<file path="src/logic/spf_pkg.sv">
// shared constants for the serial peripheral unit with byte fifos
package spf_pkg;

    // register addresses on the cpu bus
    localparam logic [7:0] ADDR_CONTROL    = 8'h98; // serial_port_control
    localparam logic [7:0] ADDR_STATUS     = 8'h99; // serial_port_status, read only
    localparam logic [7:0] ADDR_TX_DATA    = 8'h9a; // write pushes the transmit fifo
    localparam logic [7:0] ADDR_RX_DATA    = 8'h9b; // read pops the receive fifo
    localparam logic [7:0] ADDR_PIN_SELECT = 8'h9c; // expander_pin_select

    // control register fields
    localparam int CTL_RX_IRQ_EN  = 7; // rx_irq_enable
    localparam int CTL_TX_IRQ_EN  = 6; // tx_buffer_irq_enable
    localparam int CTL_EXP_EN     = 5; // select_expander_enable
    localparam int CTL_MODE_HI    = 4; // role_and_rate_field msb
    localparam int CTL_MODE_LO    = 3; // role_and_rate_field lsb
    localparam int CTL_EDGE_SEL   = 2; // clock_edge_select
    localparam int CTL_IF_EN      = 1; // interface_enable
    localparam int CTL_LOOPBACK   = 0; // loopback_enable

    // status register fields
    localparam int STS_RX_OVERRUN = 7;
    localparam int STS_RX_NONEMPTY = 6;
    localparam int STS_TX_FULL    = 5;
    localparam int STS_TX_EMPTY   = 4;
    localparam int STS_TX_FLUSH   = 3;
    localparam int STS_EXP_DET    = 2;

    // reset values
    localparam logic [7:0] CONTROL_RESET    = 8'h00;
    localparam logic [7:0] PIN_SELECT_RESET = 8'h00;
    localparam logic [7:0] EXPANDER_IDLE    = 8'hff; // expander outputs inactive
    localparam logic [7:0] TX_FILLER        = 8'hff; // sent when nothing is queued

    // role and rate codes
    localparam logic [1:0] MODE_SLAVE   = 2'b00;
    localparam logic [1:0] MODE_DIV10   = 2'b01;
    localparam logic [1:0] MODE_DIV40   = 2'b10;
    localparam logic [1:0] MODE_DIV160  = 2'b11;

    // serial clock division ratios and the derived half periods in clocks
    localparam int DIV_FAST   = 10;
    localparam int DIV_MID    = 40;
    localparam int DIV_SLOW   = 160;
    localparam logic [7:0] HALF_FAST = 8'(DIV_FAST / 2);
    localparam logic [7:0] HALF_MID  = 8'(DIV_MID / 2);
    localparam logic [7:0] HALF_SLOW = 8'(DIV_SLOW / 2);

    // framing
    localparam int BYTE_BITS = 8;
    localparam int FRAME_BYTES = 12;
    localparam int FIFO_DEPTH = 12;
    localparam logic [2:0] LAST_BIT = 3'(BYTE_BITS - 1);
    localparam logic [3:0] FRAME_LIMIT = 4'(FRAME_BYTES);

    // master frame sequencer states
    typedef enum logic [1:0] {
        ST_IDLE = 2'b01,
        ST_RUN  = 2'b10
    } spf_state_type;

endpackage

</file>
<file path="src/logic/spf_unit.sv">
// serial peripheral unit: master or slave shifter, byte fifos, select expander
`timescale 1ns/100ps
`default_nettype none

// byte fifo with valid and ready on both sides
module spf_fifo #(
    parameter int WIDTH = 8,
    parameter int DEPTH = 32
) (
    // clock and reset
    input  wire logic             i_clock,
    input  wire logic             i_rstn,
    input  wire logic             i_clear,
    // filling side
    input  wire logic             i_in_valid,
    output logic                  o_in_ready,
    input  wire logic [WIDTH-1:0] i_in_data,
    // draining side
    output logic                  o_out_valid,
    input  wire logic             i_out_ready,
    output logic      [WIDTH-1:0] o_out_data
);
    localparam int AW = $clog2(DEPTH);

    logic [WIDTH-1:0] mem [DEPTH];  // storage words
    logic [AW-1:0]    wr_ptr_r;     // next slot to write
    logic [AW-1:0]    rd_ptr_r;     // oldest word
    logic [AW:0]      count_r;      // words held
    logic             push;
    logic             pop;

    // pointer step with wrap at depth
    function automatic logic [AW-1:0] step(input logic [AW-1:0] p);
        step = (p == AW'(DEPTH - 1)) ? '0 : p + 1'b1;
    endfunction

    assign o_in_ready  = (count_r != (AW+1)'(DEPTH));
    assign o_out_valid = (count_r != '0);
    assign o_out_data  = mem[rd_ptr_r];
    assign push        = i_in_valid & o_in_ready;
    assign pop         = i_out_ready & o_out_valid;

    // storage write
    always_ff @(posedge i_clock)
    begin
        if (push)
        begin
            mem[wr_ptr_r] <= i_in_data;
        end
    end

    // pointers and fill count; clear empties at once
    always_ff @(posedge i_clock or negedge i_rstn)
    begin
        if (!i_rstn)
        begin
            wr_ptr_r <= '0;
            rd_ptr_r <= '0;
            count_r  <= '0;
        end
        else if (i_clear)
        begin
            wr_ptr_r <= '0;
            rd_ptr_r <= '0;
            count_r  <= '0;
        end
        else
        begin
            if (push)
                wr_ptr_r <= step(wr_ptr_r);
            if (pop)
                rd_ptr_r <= step(rd_ptr_r);
            if (push & !pop)
                count_r <= count_r + 1'b1;
            else if (pop & !push)
                count_r <= count_r - 1'b1;
        end
    end
endmodule // spf_fifo

module spf_unit (
    // clock and reset
    input  wire logic       i_clock,
    input  wire logic       i_rstn,
    // cpu register port
    input  wire logic [7:0] i_bus_addr,
    input  wire logic       i_bus_wr,
    input  wire logic       i_bus_rd,
    input  wire logic [7:0] i_bus_wdata,
    output logic      [7:0] o_bus_rdata,
    output logic            o_tx_ready,
    // serial clock pin
    input  wire logic       i_sck,
    output logic            o_sck,
    output logic            o_sck_oe,
    // slave select pin, active low
    input  wire logic       i_ss_n,
    output logic            o_ss_n,
    output logic            o_ss_n_oe,
    // master out slave in pin
    input  wire logic       i_mosi,
    output logic            o_mosi,
    output logic            o_mosi_oe,
    // master in slave out pin
    input  wire logic       i_miso,
    output logic            o_miso,
    output logic            o_miso_oe,
    // port n: general io value and pin level
    input  wire logic [7:0] i_port_n_gpio,
    output logic      [7:0] o_port_n,
    // interrupt requests
    output logic            o_rx_irq,
    output logic            o_tx_irq
);
    logic [7:0]  control_r;      // serial_port_control
    logic [7:0]  pin_select_r;   // expander_pin_select
    logic [7:0]  expander_r;     // expanded_slave_select levels
    spf_pkg::spf_state_type state_r; // master sequencer
    logic [7:0]  div_r;          // master half period counter
    logic        sck_r;          // master serial clock level
    logic        ss_out_r;       // master select level
    logic        stop_r;         // master has no further byte
    logic        ss_prev_r;      // slave select last cycle
    logic        sck_prev_r;     // slave clock last cycle
    logic        in_frame_r;     // a frame is open
    logic [7:0]  tx_sh_r;        // outgoing bits
    logic [7:0]  rx_sh_r;        // incoming bits
    logic        out_bit_r;      // bit on the data output
    logic [2:0]  bits_r;         // bits sampled in this byte
    logic [3:0]  bytes_r;        // bytes loaded in this frame
    logic        exp_mode_r;     // frame programs the expander
    logic        exp_done_r;     // expander already programmed
    logic        overrun_r;      // receive overrun, sticky
    logic        flush_r;        // transmit flush, sticky
    logic        exp_det_r;      // expander programmed, sticky
    logic        en_prev_r;      // enable last cycle

    // control field views
    logic        en;
    logic        master;
    logic        clock_edge_select;
    logic [1:0]  mode;
    // fifo handshakes
    logic        tx_push;
    logic        tx_in_ready;
    logic        tx_valid;
    logic        tx_pop;
    logic        tx_clear;
    logic [7:0]  tx_data;
    logic        rx_push;
    logic        rx_in_ready;
    logic        rx_valid;
    logic        rx_pop;
    logic [7:0]  rx_data;
    // sequencing strobes
    logic        tick;
    logic        mst_start;
    logic        mst_end;
    logic        frame_start;
    logic        frame_end;
    logic        rise;
    logic        fall;
    logic        sample;
    logic        shift;
    logic        din;
    logic        complete;
    logic        more;
    logic [7:0]  rx_byte;
    logic        status_rd;
    logic [7:0]  status;

    // half period of the master clock for a rate code
    function automatic logic [7:0] half_of(input logic [1:0] m);
        unique case (m)
            spf_pkg::MODE_DIV10:  half_of = spf_pkg::HALF_FAST;
            spf_pkg::MODE_DIV40:  half_of = spf_pkg::HALF_MID;
            default:              half_of = spf_pkg::HALF_SLOW;
        endcase
    endfunction

    assign en     = control_r[spf_pkg::CTL_IF_EN];
    assign mode   = control_r[spf_pkg::CTL_MODE_HI:spf_pkg::CTL_MODE_LO];
    assign master = (mode != spf_pkg::MODE_SLAVE);
    assign clock_edge_select    = control_r[spf_pkg::CTL_EDGE_SEL];

    // master sequencing
    assign tick      = (div_r == half_of(mode) - 8'h01);
    assign mst_start = en & master & (state_r == spf_pkg::ST_IDLE) & tx_valid;
    assign mst_end   = (state_r == spf_pkg::ST_RUN) & tick & !sck_r & stop_r;

    // frame boundaries for either role
    assign frame_start = en & (master ? mst_start : (!i_ss_n & ss_prev_r));
    assign frame_end   = en & in_frame_r & (master ? mst_end : (i_ss_n & !ss_prev_r));

    // clock edges: own divider in master, sampled pin in slave
    assign rise = master ? ((state_r == spf_pkg::ST_RUN) & tick & !sck_r & !stop_r)
                         : (en & in_frame_r & i_sck & !sck_prev_r);
    assign fall = master ? ((state_r == spf_pkg::ST_RUN) & tick & sck_r)
                         : (en & in_frame_r & !i_sck & sck_prev_r);
    assign sample = clock_edge_select ? fall : rise;
    assign shift  = clock_edge_select ? rise : fall;

    // data input, folded back from our own output in loopback
    assign din = control_r[spf_pkg::CTL_LOOPBACK] ? out_bit_r
                                                  : (master ? i_miso : i_mosi);

    // byte completion and next-byte decision
    assign complete = sample & (bits_r == spf_pkg::LAST_BIT);
    assign rx_byte  = {rx_sh_r[6:0], din};
    assign more     = tx_valid & (bytes_r != spf_pkg::FRAME_LIMIT);
    assign tx_pop   = (frame_start & tx_valid) | (complete & more);
    assign tx_clear = frame_end & (tx_valid | (bits_r != 3'h0));
    assign rx_push  = complete & !exp_mode_r;

    // cpu side of the fifos
    assign tx_push   = i_bus_wr & (i_bus_addr == spf_pkg::ADDR_TX_DATA);
    assign rx_pop    = i_bus_rd & (i_bus_addr == spf_pkg::ADDR_RX_DATA);
    assign status_rd = i_bus_rd & (i_bus_addr == spf_pkg::ADDR_STATUS);

    // status view
    always_comb
    begin
        status = 8'h00;
        status[spf_pkg::STS_RX_OVERRUN]  = overrun_r;
        status[spf_pkg::STS_RX_NONEMPTY] = rx_valid;
        status[spf_pkg::STS_TX_FULL]     = !tx_in_ready;
        status[spf_pkg::STS_TX_EMPTY]    = !tx_valid;
        status[spf_pkg::STS_TX_FLUSH]    = flush_r;
        status[spf_pkg::STS_EXP_DET]     = exp_det_r;
    end

    // transmit fifo, filled by the cpu and drained by the shifter
    spf_fifo #(.WIDTH(8), .DEPTH(spf_pkg::FIFO_DEPTH)) u_tx_fifo (
        .i_clock     (i_clock),
        .i_rstn      (i_rstn),
        .i_clear     (tx_clear),
        .i_in_valid  (tx_push),
        .o_in_ready  (tx_in_ready),
        .i_in_data   (i_bus_wdata),
        .o_out_valid (tx_valid),
        .i_out_ready (tx_pop),
        .o_out_data  (tx_data)
    );

    // receive fifo, filled by the shifter and drained by the cpu
    spf_fifo #(.WIDTH(8), .DEPTH(spf_pkg::FIFO_DEPTH)) u_rx_fifo (
        .i_clock     (i_clock),
        .i_rstn      (i_rstn),
        .i_clear     (1'b0),
        .i_in_valid  (rx_push),
        .o_in_ready  (rx_in_ready),
        .i_in_data   (rx_byte),
        .o_out_valid (rx_valid),
        .i_out_ready (rx_pop),
        .o_out_data  (rx_data)
    );

    // software writable registers
    always_ff @(posedge i_clock or negedge i_rstn)
    begin
        if (!i_rstn)
        begin
            control_r    <= spf_pkg::CONTROL_RESET;
            pin_select_r <= spf_pkg::PIN_SELECT_RESET;
        end
        else if (i_bus_wr)
        begin
            if (i_bus_addr == spf_pkg::ADDR_CONTROL)
                control_r <= i_bus_wdata;
            if (i_bus_addr == spf_pkg::ADDR_PIN_SELECT)
                pin_select_r <= i_bus_wdata;
        end
    end

    // read data, one cycle after the read strobe
    always_ff @(posedge i_clock or negedge i_rstn)
    begin
        if (!i_rstn)
            o_bus_rdata <= 8'h00;
        else if (i_bus_rd)
        begin
            unique case (i_bus_addr)
                spf_pkg::ADDR_CONTROL:    o_bus_rdata <= control_r;
                spf_pkg::ADDR_STATUS:     o_bus_rdata <= status;
                spf_pkg::ADDR_RX_DATA:    o_bus_rdata <= rx_valid ? rx_data : 8'h00;
                spf_pkg::ADDR_PIN_SELECT: o_bus_rdata <= pin_select_r;
                default:                  o_bus_rdata <= 8'h00;
            endcase
        end
    end

    // master sequencer: opens a frame when data waits, closes when drained or at the frame byte limit
    always_ff @(posedge i_clock or negedge i_rstn)
    begin
        if (!i_rstn)
        begin
            state_r  <= spf_pkg::ST_IDLE;
            div_r    <= 8'h00;
            sck_r    <= 1'b0;
            ss_out_r <= 1'b1;
        end
        else if (!en || !master)
        begin
            // leaving master role aborts any frame
            state_r  <= spf_pkg::ST_IDLE;
            div_r    <= 8'h00;
            sck_r    <= 1'b0;
            ss_out_r <= 1'b1;
        end
        else
        begin
            unique case (state_r)
                spf_pkg::ST_IDLE:
                begin
                    div_r <= 8'h00;
                    if (mst_start)
                    begin
                        state_r  <= spf_pkg::ST_RUN;
                        ss_out_r <= 1'b0;
                    end
                end
                spf_pkg::ST_RUN:
                begin
                    div_r <= tick ? 8'h00 : div_r + 8'h01;
                    if (mst_end)
                    begin
                        state_r  <= spf_pkg::ST_IDLE;
                        ss_out_r <= 1'b1;
                    end
                    else if (tick)
                        sck_r <= ~sck_r;
                end
            endcase
        end
    end

    // slave pin history for edge detection
    always_ff @(posedge i_clock or negedge i_rstn)
    begin
        if (!i_rstn)
        begin
            ss_prev_r  <= 1'b1;
            sck_prev_r <= 1'b0;
            en_prev_r  <= 1'b0;
        end
        else
        begin
            ss_prev_r  <= i_ss_n;
            sck_prev_r <= i_sck;
            en_prev_r  <= en;
        end
    end

    // frame tracking
    always_ff @(posedge i_clock or negedge i_rstn)
    begin
        if (!i_rstn)
            in_frame_r <= 1'b0;
        else if (!en)
            in_frame_r <= 1'b0;
        else if (frame_start)
            in_frame_r <= 1'b1;
        else if (frame_end)
            in_frame_r <= 1'b0;
    end

    // shift engine: load, shift out, sample in
    always_ff @(posedge i_clock or negedge i_rstn)
    begin
        if (!i_rstn)
        begin
            tx_sh_r   <= 8'h00;
            rx_sh_r   <= 8'h00;
            out_bit_r <= 1'b1;
            bits_r    <= 3'h0;
            bytes_r   <= 4'h0;
            stop_r    <= 1'b0;
        end
        else if (frame_start)
        begin
            // first byte: present msb now when shifting out on falling edges
            bits_r  <= 3'h0;
            bytes_r <= tx_valid ? 4'h1 : 4'h0;
            stop_r  <= 1'b0;
            if (!clock_edge_select)
            begin
                out_bit_r <= tx_valid ? tx_data[7] : spf_pkg::TX_FILLER[7];
                tx_sh_r   <= tx_valid ? {tx_data[6:0], 1'b0} : spf_pkg::TX_FILLER;
            end
            else
                tx_sh_r <= tx_valid ? tx_data : spf_pkg::TX_FILLER;
        end
        else if (sample)
        begin
            rx_sh_r <= rx_byte;
            bits_r  <= bits_r + 3'h1;
            if (complete)
            begin
                // next byte waits for the following shift edge
                if (more)
                begin
                    tx_sh_r <= tx_data;
                    bytes_r <= bytes_r + 4'h1;
                end
                else
                begin
                    tx_sh_r <= spf_pkg::TX_FILLER;
                    stop_r  <= 1'b1;
                end
            end
        end
        else if (shift)
        begin
            out_bit_r <= tx_sh_r[7];
            tx_sh_r   <= {tx_sh_r[6:0], 1'b0};
        end
    end

    // select expander: arm at frame start, program once, release at end
    always_ff @(posedge i_clock or negedge i_rstn)
    begin
        if (!i_rstn)
        begin
            expander_r <= spf_pkg::EXPANDER_IDLE;
            exp_mode_r <= 1'b0;
            exp_done_r <= 1'b0;
        end
        else if (en & !en_prev_r)
        begin
            expander_r <= spf_pkg::EXPANDER_IDLE;
            exp_mode_r <= 1'b0;
            exp_done_r <= 1'b0;
        end
        else if (frame_start)
        begin
            exp_mode_r <= !master & control_r[spf_pkg::CTL_EXP_EN] & !i_mosi;
            exp_done_r <= 1'b0;
        end
        else if (frame_end | !en)
        begin
            if (exp_mode_r)
                expander_r <= spf_pkg::EXPANDER_IDLE;
            exp_mode_r <= 1'b0;
        end
        else if (complete & exp_mode_r & !exp_done_r)
        begin
            expander_r <= rx_byte;
            exp_done_r <= 1'b1;
        end
    end

    // sticky status flags; a new event beats a clearing read
    always_ff @(posedge i_clock or negedge i_rstn)
    begin
        if (!i_rstn)
        begin
            overrun_r <= 1'b0;
            flush_r   <= 1'b0;
            exp_det_r <= 1'b0;
        end
        else
        begin
            overrun_r <= (rx_push & !rx_in_ready) | (overrun_r & !status_rd);
            flush_r   <= tx_clear | (flush_r & !status_rd);
            exp_det_r <= (complete & exp_mode_r & !exp_done_r) | (exp_det_r & !status_rd);
        end
    end

    // pins: driven only while enabled, in the role that owns them
    always_ff @(posedge i_clock or negedge i_rstn)
    begin
        if (!i_rstn)
        begin
            o_sck     <= 1'b0;
            o_sck_oe  <= 1'b0;
            o_ss_n    <= 1'b1;
            o_ss_n_oe <= 1'b0;
            o_mosi    <= 1'b1;
            o_mosi_oe <= 1'b0;
            o_miso    <= 1'b1;
            o_miso_oe <= 1'b0;
        end
        else
        begin
            o_sck     <= sck_r;
            o_sck_oe  <= en & master;
            o_ss_n    <= ss_out_r;
            o_ss_n_oe <= en & master;
            o_mosi    <= out_bit_r;
            o_mosi_oe <= en & master;
            o_miso    <= out_bit_r;
            o_miso_oe <= en & !master & in_frame_r;
        end
    end

    // port n mux, interrupt requests and transmit readiness
    always_ff @(posedge i_clock or negedge i_rstn)
    begin
        if (!i_rstn)
        begin
            o_port_n   <= 8'h00;
            o_rx_irq   <= 1'b0;
            o_tx_irq   <= 1'b0;
            o_tx_ready <= 1'b0;
        end
        else
        begin
            o_port_n   <= (pin_select_r & expander_r) | (~pin_select_r & i_port_n_gpio);
            o_rx_irq   <= control_r[spf_pkg::CTL_RX_IRQ_EN] & (rx_valid | overrun_r);
            o_tx_irq   <= control_r[spf_pkg::CTL_TX_IRQ_EN] & !tx_valid;
            o_tx_ready <= tx_in_ready;
        end
    end
endmodule // spf_unit

`default_nettype wire

</file>
<file path="config.mk">
export PLATFORM = sky130hd
export DESIGN_NAME = spf_unit
export DESIGN_NICKNAME = d
export VERILOG_FILES = /design/src/logic/spf_pkg.sv /design/src/logic/spf_unit.sv
export SDC_FILE = /design/constraint.sdc
export NUM_CORES = 1
export LEC_CHECK = 0
export BUFFER_PORTS_ARGS = -buffer_cell sky130_fd_sc_hd__buf_2
export CAP_MARGIN = 5
export CORE_MARGIN = 8
export CORE_UTILIZATION = 40
export DETAILED_ROUTE_END_ITERATION = 10
export SLEW_MARGIN = 20
export SYNTH_ARGS = -nofsm -noshare
export SYNTH_HDL_FRONTEND = slang
export SYNTH_SLANG_ARGS = --single-unit
export TNS_END_PERCENT = 20
</file>
<file path="constraint.sdc">
create_clock -name i_clock -period 5.7 [get_ports i_clock]
set_clock_uncertainty 0.2 [all_clocks]
set_input_delay 1.14 -clock i_clock [delete_from_list [all_inputs] [get_ports i_clock]]
set_output_delay 1.14 -clock i_clock [all_outputs]
set_load 0.03 [all_outputs]
</file>
; Word-level counts from Yosys, hierarchy flattened
; Memories as Yosys holds them, arrays and structs flattened.
; Cells that the tools add are included.
[totals]
output_inout_bits = 27
input_bits = 32
regBits = 119
memories = 2
word_cells = 273
ram_bits = 192
[classes]
n_bitwise = 60
eq_ne = 29
n_reduce_logical = 50
muxes = 82
n_addsub = 12
[memory_table]
columns = name, words, width, read_ports, rd_ports_with_merged_regs, write_ports, line
row1 = u_rx_fifo.mem, 12, 8, 1, 0, 1, spf_unit.sv:25  ; logic [WIDTH-1:0] mem [DEPTH];
row2 = u_tx_fifo.mem, 12, 8, 1, 0, 1, spf_unit.sv:25
[op_table]
columns = op, count
row1 = $mux W8, 16
row2 = $mux W4, 12
row3 = $and A1 B1 Y1, 47
row4 = $eq A8 B8 Y1 const B, 5
row5 = $mux W1, 39
row6 = $pmux W8 S4, 1
row7 = $mux W5, 5
row8 = $add A4 B1 Y4 const B, 5
row9 = $logic_not A1 Y1, 20
row10 = $reduce_bool A2 Y1, 10
row11 = $reduce_bool A3 Y1, 6
row12 = $and A8 B8 Y8, 2
row13 = $eq A4 B4 Y1 const B, 4
row14 = $pmux W8 S2, 1
row15 = $reduce_and A3 Y1, 5
row16 = $pmux W7 S2, 1
row17 = $reduce_and A2 Y1, 6
row18 = $add A5 B1 Y5 const B, 2
row19 = $ne A5 B4 Y1 const B, 2
row20 = $reduce_bool A5 Y1, 2
row21 = $sub A5 B1 Y5 const B, 2
row22 = $ne A3 B2 Y1 const B, 3
row23 = $add A8 B1 Y8 const B, 1
row24 = $eq A8 B8 Y1, 1
row25 = 19 further kinds, 35

; Longest topological paths before layout
; Gate-level depths: netlist (run 1).
[depth]
ltp_word = 17
depth_mapped = 19
mapped_depth_nobuf = 16

; Hierarchy
; Synthesis (run 1) repeated with hierarchy kept, for this count alone.
[unflattened]
cells_unflattened = 938
area_unflattened_um2 = 13830.8
[modules_own_cells]
columns = module, area_each_um2, n_inst, seq_area_each_um2, cells_per_inst
row1 = spf_fifo, 4630.7, 2, 3208.1, 268
row2 = spf_unit, 4569.4, 1, 2344.7, 402

; Worst setup path before layout (run 1)
; OpenSTA, ideal clock, no wires.
[synth_path]
path_kind = register -> register
start = register control_r[3]
end = register u_rx_fifo.count_r[4]
required_time_ns = 5.375
path_buffers = 2
stages_incl_launch_ff = 19
period_less_slack_ns = 4.273
arrival_ns = 3.948
slack_ns = 1.427
setup_ns = 0.125
path_cell_list = dfrtp_1 inv_1 ha_1 or3b_1 a2111o_1 nor4_2 or3_1 buf_4 nand4_1 inv_1 buf_4 ha_1 inv_1 fa_1 a21o_1 a21oi_1 xnor2_1 nor2_1 xor2_1
[synth_via]
elab_chain_cells = 15
word_cells_on_any_way = 21
cone_classes = add/sub (1) / eq/ne (3) / mux (5) / bitwise (9) / reduce/logical (3)
[synth_rtl]
columns = item, line
row1 = "start, declared", spf_unit.sv:115  ; logic [7:0] control_r;
row2 = "start signal, assigned", spf_unit.sv:263  ; control_r <= spf_pkg::CONTROL_RESET;
row3 = "start signal, assigned", spf_unit.sv:269  ; control_r <= i_bus_wdata;
row4 = $eq A2 B2 Y1 or $eq A2 B1 Y1 (tied branches), spf_unit.sv:174  ; unique case (m)
row5 = $pmux W7 S2, spf_unit.sv:174
row6 = $sub A8 B1 Y8, spf_unit.sv:187  ; assign tick = (div_r == half_of(mode) - 8'h01);
row7 = $eq A8 B8 Y1, spf_unit.sv:187
row8 = $and A1 B1 Y1, "spf_unit.sv:196, spf_unit.sv:198"
row9 = $and A1 B1 Y1 (2 in a row), spf_unit.sv:196  ; assign rise = master ? ((state_r == spf_pkg::ST_RUN) & tick & !sck_r & !stop_r)
row10 = $mux W1, spf_unit.sv:196
row11 = $mux W1 (*), spf_unit.sv:200  ; assign sample = clock_edge_select ? fall : rise;
row12 = $and A1 B1 Y1 (*), spf_unit.sv:208  ; assign complete = sample & (bits_r == spf_pkg::LAST_BIT);
row13 = $and A1 B1 Y1 (*), spf_unit.sv:213  ; assign rx_push = complete & !exp_mode_r;
row14 = $and A1 B1 Y1 (*), spf_unit.sv:40  ; assign push = i_in_valid & o_in_ready;
row15 = via u_rx_fifo.push, spf_unit.sv:29  ; logic push;
row16 = $logic_not A1 Y1, spf_unit.sv:75  ; else if (pop & !push)
row17 = $and A1 B1 Y1, spf_unit.sv:75
row18 = $reduce_bool A2 Y1 (no source line), n/a
row19 = "end signal, assigned", spf_unit.sv:74  ; count_r <= count_r + 1'b1;
row20 = "end signal, assigned", spf_unit.sv:76  ; count_r <= count_r - 1'b1;
row21 = "end, declared", spf_unit.sv:28  ; logic [AW:0] count_r;
; Mark *: on every way through the listed nets, which the timed path passes. The rest lies on a longest branch.
; A chain may end at the register's enable or synchronous reset.

; Worst setup path after layout (run 1)
[layout_path]
start = register control_r[3]
end = register u_rx_fifo.count_r[4]
[layout_via]
elab_chain_cells = 15
word_cells_on_any_way = 21
cone_classes = add/sub (1) / eq/ne (3) / mux (5) / bitwise (9) / reduce/logical (3)
[layout_rtl]
columns = item, line
row1 = $eq A2 B2 Y1 or $eq A2 B1 Y1 (tied branches), spf_unit.sv:174
row2 = $pmux W7 S2, spf_unit.sv:174
row3 = $sub A8 B1 Y8, spf_unit.sv:187
row4 = $eq A8 B8 Y1, spf_unit.sv:187
row5 = $and A1 B1 Y1, "spf_unit.sv:196, spf_unit.sv:198"
row6 = $and A1 B1 Y1 (2 in a row), spf_unit.sv:196
row7 = $mux W1, spf_unit.sv:196
row8 = $mux W1 (*), spf_unit.sv:200
row9 = $and A1 B1 Y1 (*), spf_unit.sv:208
row10 = $and A1 B1 Y1 (*), spf_unit.sv:213
row11 = $and A1 B1 Y1 (*), spf_unit.sv:40
row12 = $logic_not A1 Y1, spf_unit.sv:75
row13 = $and A1 B1 Y1, spf_unit.sv:75
row14 = $reduce_bool A2 Y1 (no source line), n/a
; Every way passes the cells marked *; elsewhere a longest branch is shown, timed or not.

==> flow_metrics.tcl, run 1 <==
set metrics [dict create \
    drt_iter0_markers 703 \
    slew_viol_final 0 \
    max-vdd-ir-drop_v 0.000249 \
    gp_congestion 0.813 \
    die_area_um2 40300 \
    p_leak_nw 5.79 \
    slowest_stage "fa_1" \
    ios 59 \
    worstSetupPathType "reg -> reg" \
    numCtsBuffers 35 \
    cts_tree "yes" \
    end_kind "flop" \
    synthToLayoutAreaGrowth_pct 14.2 \
    period_minus_slack_ns 4.72 \
    postRouteAntennaNets 0 \
    wl_per_cell_um 20.3 \
    yosys.area_share.simple_pct 8.71 \
    grt_max_degree 50 \
    period_share_pct 82.8 \
    drcViolationCount 0 \
    fillers 3016 \
    synth-xor-area-share_pct 1.40 \
    drive_gt1_share_pct 23.3 \
    start_util_pct 40.7 \
    design.core.area_um2 33500 \
    place_area_um2 14400 \
    status "completed" \
    cp-start-kind "flop" \
    syn_nets 991 \
    grt_usage_pct 14.8 \
    critPathBufInv 4 \
    cts.sinks 311 \
    synth_cell_types 75 \
    synthCells 928 \
    cp_max_fo 13 \
    worstReg2RegStart "control_r[3]$_DFFE_PN0P_" \
    hpwlAfterDp_um 20500 \
    rows 67 \
    antenna_found_initial 2 \
    seqCellArea_um2 8760 \
    worstPathArrival_ns 4.95 \
    slowest_delay_ns 0.48 \
    port_buffers 58 \
    dr_total_vias 7968 \
    hold_violations 0 \
    max-slew-margin-rel_pct 34.3 \
    synth_area_leaders "edfxtp_1 42%, dfrtp_1 19%, mux4_2 7.9%" \
    insertion_delay_ns 0.54 \
    synth_edf_count 192 \
    synth_top_family_by_area "multiplexers" \
    netlist.area_leader.share_pct 42.3 \
    cts-root-buf "clkbuf_16" \
    synth_compound_area_share_pct 7.95 \
    worstSetupStartpoint "control_r[3]$_DFFE_PN0P_" \
    min_path_type "reg -> reg" \
    cp_common_cell "inv_1" \
    rsz0062_at_grt "false" \
    clockBufferDepth 3 \
    final_cell_area_um2 15600 \
    htree_levels 2 \
    fin_tns_setup_ns 0 \
    netlist_area_um2 13600 \
    maxCapViolCount 0 \
    cts_setup_buffers 0 \
    synth_seq_cells 311 \
    grt_pass1_wl_um 47300 \
    muxShareOfSynthArea_pct 12.6 \
    synth_top_cell_by_area "edfxtp_1" \
    drtPass1Iterations 5 \
    avgSynthCellArea_um2 14.7 \
    grt_pass1_vias 8168 \
    fp.dieW_um 201 \
    worstMarginPinSlew_ns 0.980 \
    max_freq_ghz 0.212 \
    drt_wl_total_um 29800 \
    cp_cell_sequence "inv_1 > ha_1 > or3b_1 > a2111o_1 > nor4_2 > or3_1 > buf_4 > nand4_1 > inv_1 > ha_1 > inv_1 > fa_1 > a21o_1 > a21oi_1 > xnor2_1 > nor2_1 > xor2_1" \
    critical_path_required_ns 5.92 \
    critPathTopFamily "simple AND/OR/NAND/NOR gates" \
    multiInputGateArea_um2 4590 \
    async_flop_share_pct 38.3 \
    yosysSeqAreaShare_pct 64.2 \
    power_density_nw_per_um2 379 \
    path_clk_slew_ns 0.06 \
    viasPerCell 5.43 \
    die_y_um 201 \
    synth_flop_cell "edfxtp_1" \
    worstHoldStart "ss_out_r$_DFFE_PN1P_" \
    cts-resized-gates 0 \
    setup_viol 0 \
    yosys_warnings 0 \
    synthAdderAreaFrac_pct 2.95 \
    grt-ovfl-total 0 \
    cts_hold_buffers 0 \
    fin_nets 1057 \
]
[state kept, by name, summed over array words and instances, names as in the netlist, 4 cells and up]
name                cells
tx_sh_r                 8
o_bus_rdata             8
u_tx_fifo.count_r       5
control_r               8
expander_r              8
rx_sh_r                 7
u_tx_fifo.wr_ptr_r      4
div_r                   8
o_port_n                8
u_rx_fifo.rd_ptr_r      4
u_rx_fifo.count_r       5
u_rx_fifo.mem          96
u_tx_fifo.mem          96
u_rx_fifo.wr_ptr_r      4
u_tx_fifo.rd_ptr_r      4
bytes_r                 4
pin_select_r            8
[synth_stat cells, drive strengths merged, types with 3 or more instances]
cell type,instances
o21a,10
nand4,3
a21oi,48
xnor2,9
dfstp,14
clkbuf,26
o21ai,28
nor2,54
o2bb2ai,3
nor2b,9
o22a,8
a31oi,9
a221oi,3
nand3,24
inv,25
nand2b,8
xor2,12
and2,8
mux2i,19
dfrtp,105
buf,16
nor3,13
a222oi,6
or3,8
and3,28
a21boi,5
nand2,59
mux4,48
ha,29
nand3b,4
mux2,40
o211ai,9
edfxtp,192
a21o,6
[cells in the final DEF (no fill, tap or decap), types with 3 or more instances in the layout]
master	synthesis	routed
a21boi_0	5	5
a21o_1	6	6
a21oi_1	48	48
a221oi_1	3	3
a222oi_1	6	6
a31oi_1	6	6
and2_1	6	6
and3_1	28	28
buf_2	7	57
buf_4	5	14
bufinv_16	0	3
clkbuf_1	26	10
clkbuf_16	0	36
clkinv_1	1	4
clkinv_2	0	4
dfrtp_1	105	105
dfstp_2	14	14
edfxtp_1	192	192
ha_1	29	29
inv_1	25	25
mux2_2	40	40
mux2i_1	19	19
mux4_2	48	48
nand2_1	59	59
nand2b_1	8	8
nand3_1	22	22
nand3b_1	4	4
nand4_1	3	3
nor2_1	54	54
nor2b_1	9	9
nor3_1	12	11
o211ai_1	9	9
o21a_1	10	10
o21ai_0	26	26
o22a_1	8	8
o2bb2ai_1	3	3
or3_1	8	8
xnor2_1	8	8
xor2_1	12	12
[power by group]
group	leakage [nW]	total [mW]	switching [mW]	internal, mW
clock network	0.570	2.26	0.917	1.35
registers	3.17	2.74	0.167	2.57
logic	2.05	0.907	0.495	0.412
total	5.79	5.91	1.58	4.33
[layout make-up]
cell class                 count  share of cell area (%)
antenna                        1                  0.0161
clock buffer                  48                    6.20
clock inverter                14                    1.35
inverter                      26                   0.626
multi-input combinational    549                    29.5
sequential                   311                    56.2
tap                          448                    3.60
timing repair buffer          71                    2.51
[stage by stage]
stage	util (%)	setup slack, ns	total power [mW]	std cells	hold WS, ns
global placement	43.0	1.11	3.67	1405	0.160
detailed placement	43.0	0.984	3.69	1405	0.165
finish	46.5	0.978	5.91	1468	0.168
CTS	46.5	0.991	5.97	1467	0.169
floorplan	-	1.43	3.40	928	0.152
global route	46.5	0.632	6.17	1467	0.177
[path summary, 6_finish.rpt]
check                                                   end  slack (ns)  cells past startpoint
min reg2reg                                o_ss_n$_DFF_PN1_        0.17                      0
max reg2reg                u_rx_fifo.count_r[4]$_DFFE_PN0P_        0.98                     17
min in group asynchronous            rx_sh_r[4]$_DFFE_PN0P_        0.38                      1
min                                        o_ss_n$_DFF_PN1_        0.17                      0
max in group asynchronous                div_r[7]$_DFF_PN0_        3.87                      2
max                        u_rx_fifo.count_r[4]$_DFFE_PN0P_        0.98                     17
[cells by family after synthesis]
group,count (synthesis)
multiplexers,107
AND/OR/NAND/NOR,233
XOR/XNOR,21
buffers and inverters,68
AO/OA/AOI/OAI,157
adder cells (fa/ha/maj),31
flip-flops,311
[layer usage]
layer | vias to the layer above | wire [um] | track usage [%]
met5 | - | 13 | 0
met4 | 2 | 756 | 4.73
met3 | 58 | 1770 | 3.00
met2 | 220 | 13600 | 22.6
met1 | 4018 | 13700 | 20.9
li1 | 3670 | - | -
No activity file was read; power rests on OpenSTA's default activity.
==> run 2, diff against run 1 <==
==> constraint.sdc (replaced) <==
create_clock -name i_clock -period 4.9 [get_ports i_clock]
set_clock_uncertainty 0.2 [all_clocks]
set_input_delay 0.98 -clock i_clock [delete_from_list [all_inputs] [get_ports i_clock]]
set_output_delay 0.98 -clock i_clock [all_outputs]
set_load 0.03 [all_outputs]
==> flow_metrics.tcl, run 2 (synthesis results as in run 1) <==
set metrics [dict create \
    die_area_um2 40300 \
    hpwlAfterDp_um 21300 \
    worstSetupPathType "reg -> reg" \
    grt_usage_pct 15.3 \
    grt_max_degree 60 \
    end_kind "flop" \
    fillers 3009 \
    slew_viol_final 0 \
    rsz0062_at_grt "false" \
    drt_wl_total_um 31300 \
    drtPass1Iterations 5 \
    p_leak_nw 5.86 \
    synthToLayoutAreaGrowth_pct 15.2 \
    rrSetupSlack_ns 0.55 \
    viasPerCell 5.49 \
    multiInputGateArea_um2 4590 \
    antenna_found_initial 4 \
    design.core.area_um2 33500 \
    clockBufferDepth 3 \
    rows 67 \
    worstReg2RegStart "control_r[3]$_DFFE_PN0P_" \
    cts-root-buf "clkbuf_16" \
    grt-ovfl-total 0 \
    fin_nets 1065 \
    worstSetupStartpoint "control_r[3]$_DFFE_PN0P_" \
    max-vdd-ir-drop_v 0.000321 \
    wl_per_cell_um 21.2 \
    place_area_um2 14500 \
    hold_violations 0 \
    drt_iter0_markers 684 \
    cts-resized-gates 0 \
    port_buffers 58 \
    path_clk_slew_ns 0.06 \
    cp_max_fo 12 \
    grt_pass1_wl_um 48900 \
    reg_top3 "u_rx_fifo.mem (96), u_tx_fifo.mem (96)" \
    die_y_um 201 \
    place_worst_setup_slack_ns 0.565 \
    reg2reg_depth 15 \
    fin_ws_ns 0.552 \
    drcViolationCount 0 \
    fin_cells 1478 \
    diodes 0 \
    min_path_type "reg -> reg" \
    postRouteAntennaNets 0 \
    cts.sinks 311 \
    period_share_pct 88.7 \
    max_freq_ghz 0.230 \
    fp.dieW_um 201 \
    cp-start-kind "flop" \
    grt_pass1_vias 8244 \
    power_density_nw_per_um2 449 \
    cts_setup_buffers 0 \
    placedCellCount 1412 \
    max-slew-margin-rel_pct 34.2 \
    status "completed" \
    drive_gt1_share_pct 24.2 \
    start_util_pct 40.7 \
    fin_tns_setup_ns 0 \
    layout_common_cells "192 x edfxtp_1, 105 x dfrtp_1, 59 x nand2_1" \
    r2r-end "u_tx_fifo.count_r[4]$_DFFE_PN0P_" \
    worstMarginPinSlew_ns 0.988 \
    ios 59 \
    period_minus_slack_ns 4.35 \
    gp_congestion 0.838 \
    cts_hold_buffers 0 \
    maxCapViolCount 0 \
    setup_viol 0 \
    final_cell_area_um2 15700 \
    dr_total_vias 8113 \
    insertion_delay_ns 0.53 \
    htree_levels 2 \
    final_common_cell "edfxtp_1" \
    seqCellArea_um2 8760 \
    numCtsBuffers 36 \
    cts_tree "yes" \
    critical_path_required_ns 5.11 \
    whs_path_depth 0 \
    crit_end "u_tx_fifo.count_r[4]$_DFFE_PN0P_" \
    worstPathArrival_ns 4.56 \
]
==> run 2: cell count changes in the layout (fill, tap and decap cells not counted), moves of 2 or more <==
cell / delta
clkbuf_1: -3
buf_4: +7
clkinv_4: +3
bufinv_16: +2
clkinvlp_4: +2
==> run 2: area by class of cell <==
cell class / instances / area share (%)
Clock buffer: 46 / 6.17
Sequential cell: 311 / 55.8
Clock inverter: 20 / 1.83
Timing Repair Buffer: 78 / 2.82
Inverter: 26 / 0.621
Tap cell: 448 / 3.57
Multi-Input combinational cell: 549 / 29.2
==> run 2: where the power goes <==
group / internal, mW / switching (mW) / total (mW)
Clock: 1.69 / 1.10 / 2.79
Combinational: 0.491 / 0.581 / 1.07
Sequential: 2.99 / 0.205 / 3.19
Total: 5.17 / 1.89 / 7.06
==> run 2: worst min path at each step <==
stage	slack [ns]	start	to
6_report	0.17	ss_out_r$_DFFE_PN1P_	o_ss_n$_DFF_PN1_
5_1_grt	0.17	ss_out_r$_DFFE_PN1P_	o_ss_n$_DFF_PN1_
4_1_cts	0.17	ss_out_r$_DFFE_PN1P_	o_ss_n$_DFF_PN1_
3_5_place_dp	0.16	ss_out_r$_DFFE_PN1P_	o_ss_n$_DFF_PN1_
3_3_place_gp	0.16	ss_out_r$_DFFE_PN1P_	o_ss_n$_DFF_PN1_
2_1_floorplan	0.15	control_r[1]$_DFFE_PN0P_	en_prev_r$_DFF_PN0_
==> run 2: critical path, cell delays in order, from the launching register on <==
cell and delay, ns:
dfrtp_1 0.43, inv_1 0.11, ha_1 0.33, nor3b_1 0.27
xor2_1 0.28, nor4_2 0.12, or3_1 0.36, buf_4 0.21
a31oi_4 0.38, nand2_1 0.26, fa_1 0.51, a21o_1 0.20
a21oi_1 0.17, nor2b_1 0.17, mux2i_1 0.10, mux2i_1 0.13
==> run 2: per-stage QoR <==
stage / hold slack [ns] / util [%] / total power, mW
6_report: 0.171 / 46.8 / 7.06
2_1_floorplan: 0.152 / - / 3.95
5_1_grt: 0.173 / 46.8 / 7.35
4_1_cts: 0.172 / 46.8 / 7.11
3_5_place_dp: 0.164 / 43.1 / 4.32
3_3_place_gp: 0.162 / 43.1 / 4.30
==> run 2: routing by layer <==
metal,up-vias,GRT usage [%],share of wire (%)
met5,-,0,0.067
met3,40,3.15,5.8
met4,4,3.52,1.5
li1,3688,-,-
met1,4139,21.4,46
met2,242,24.3,47
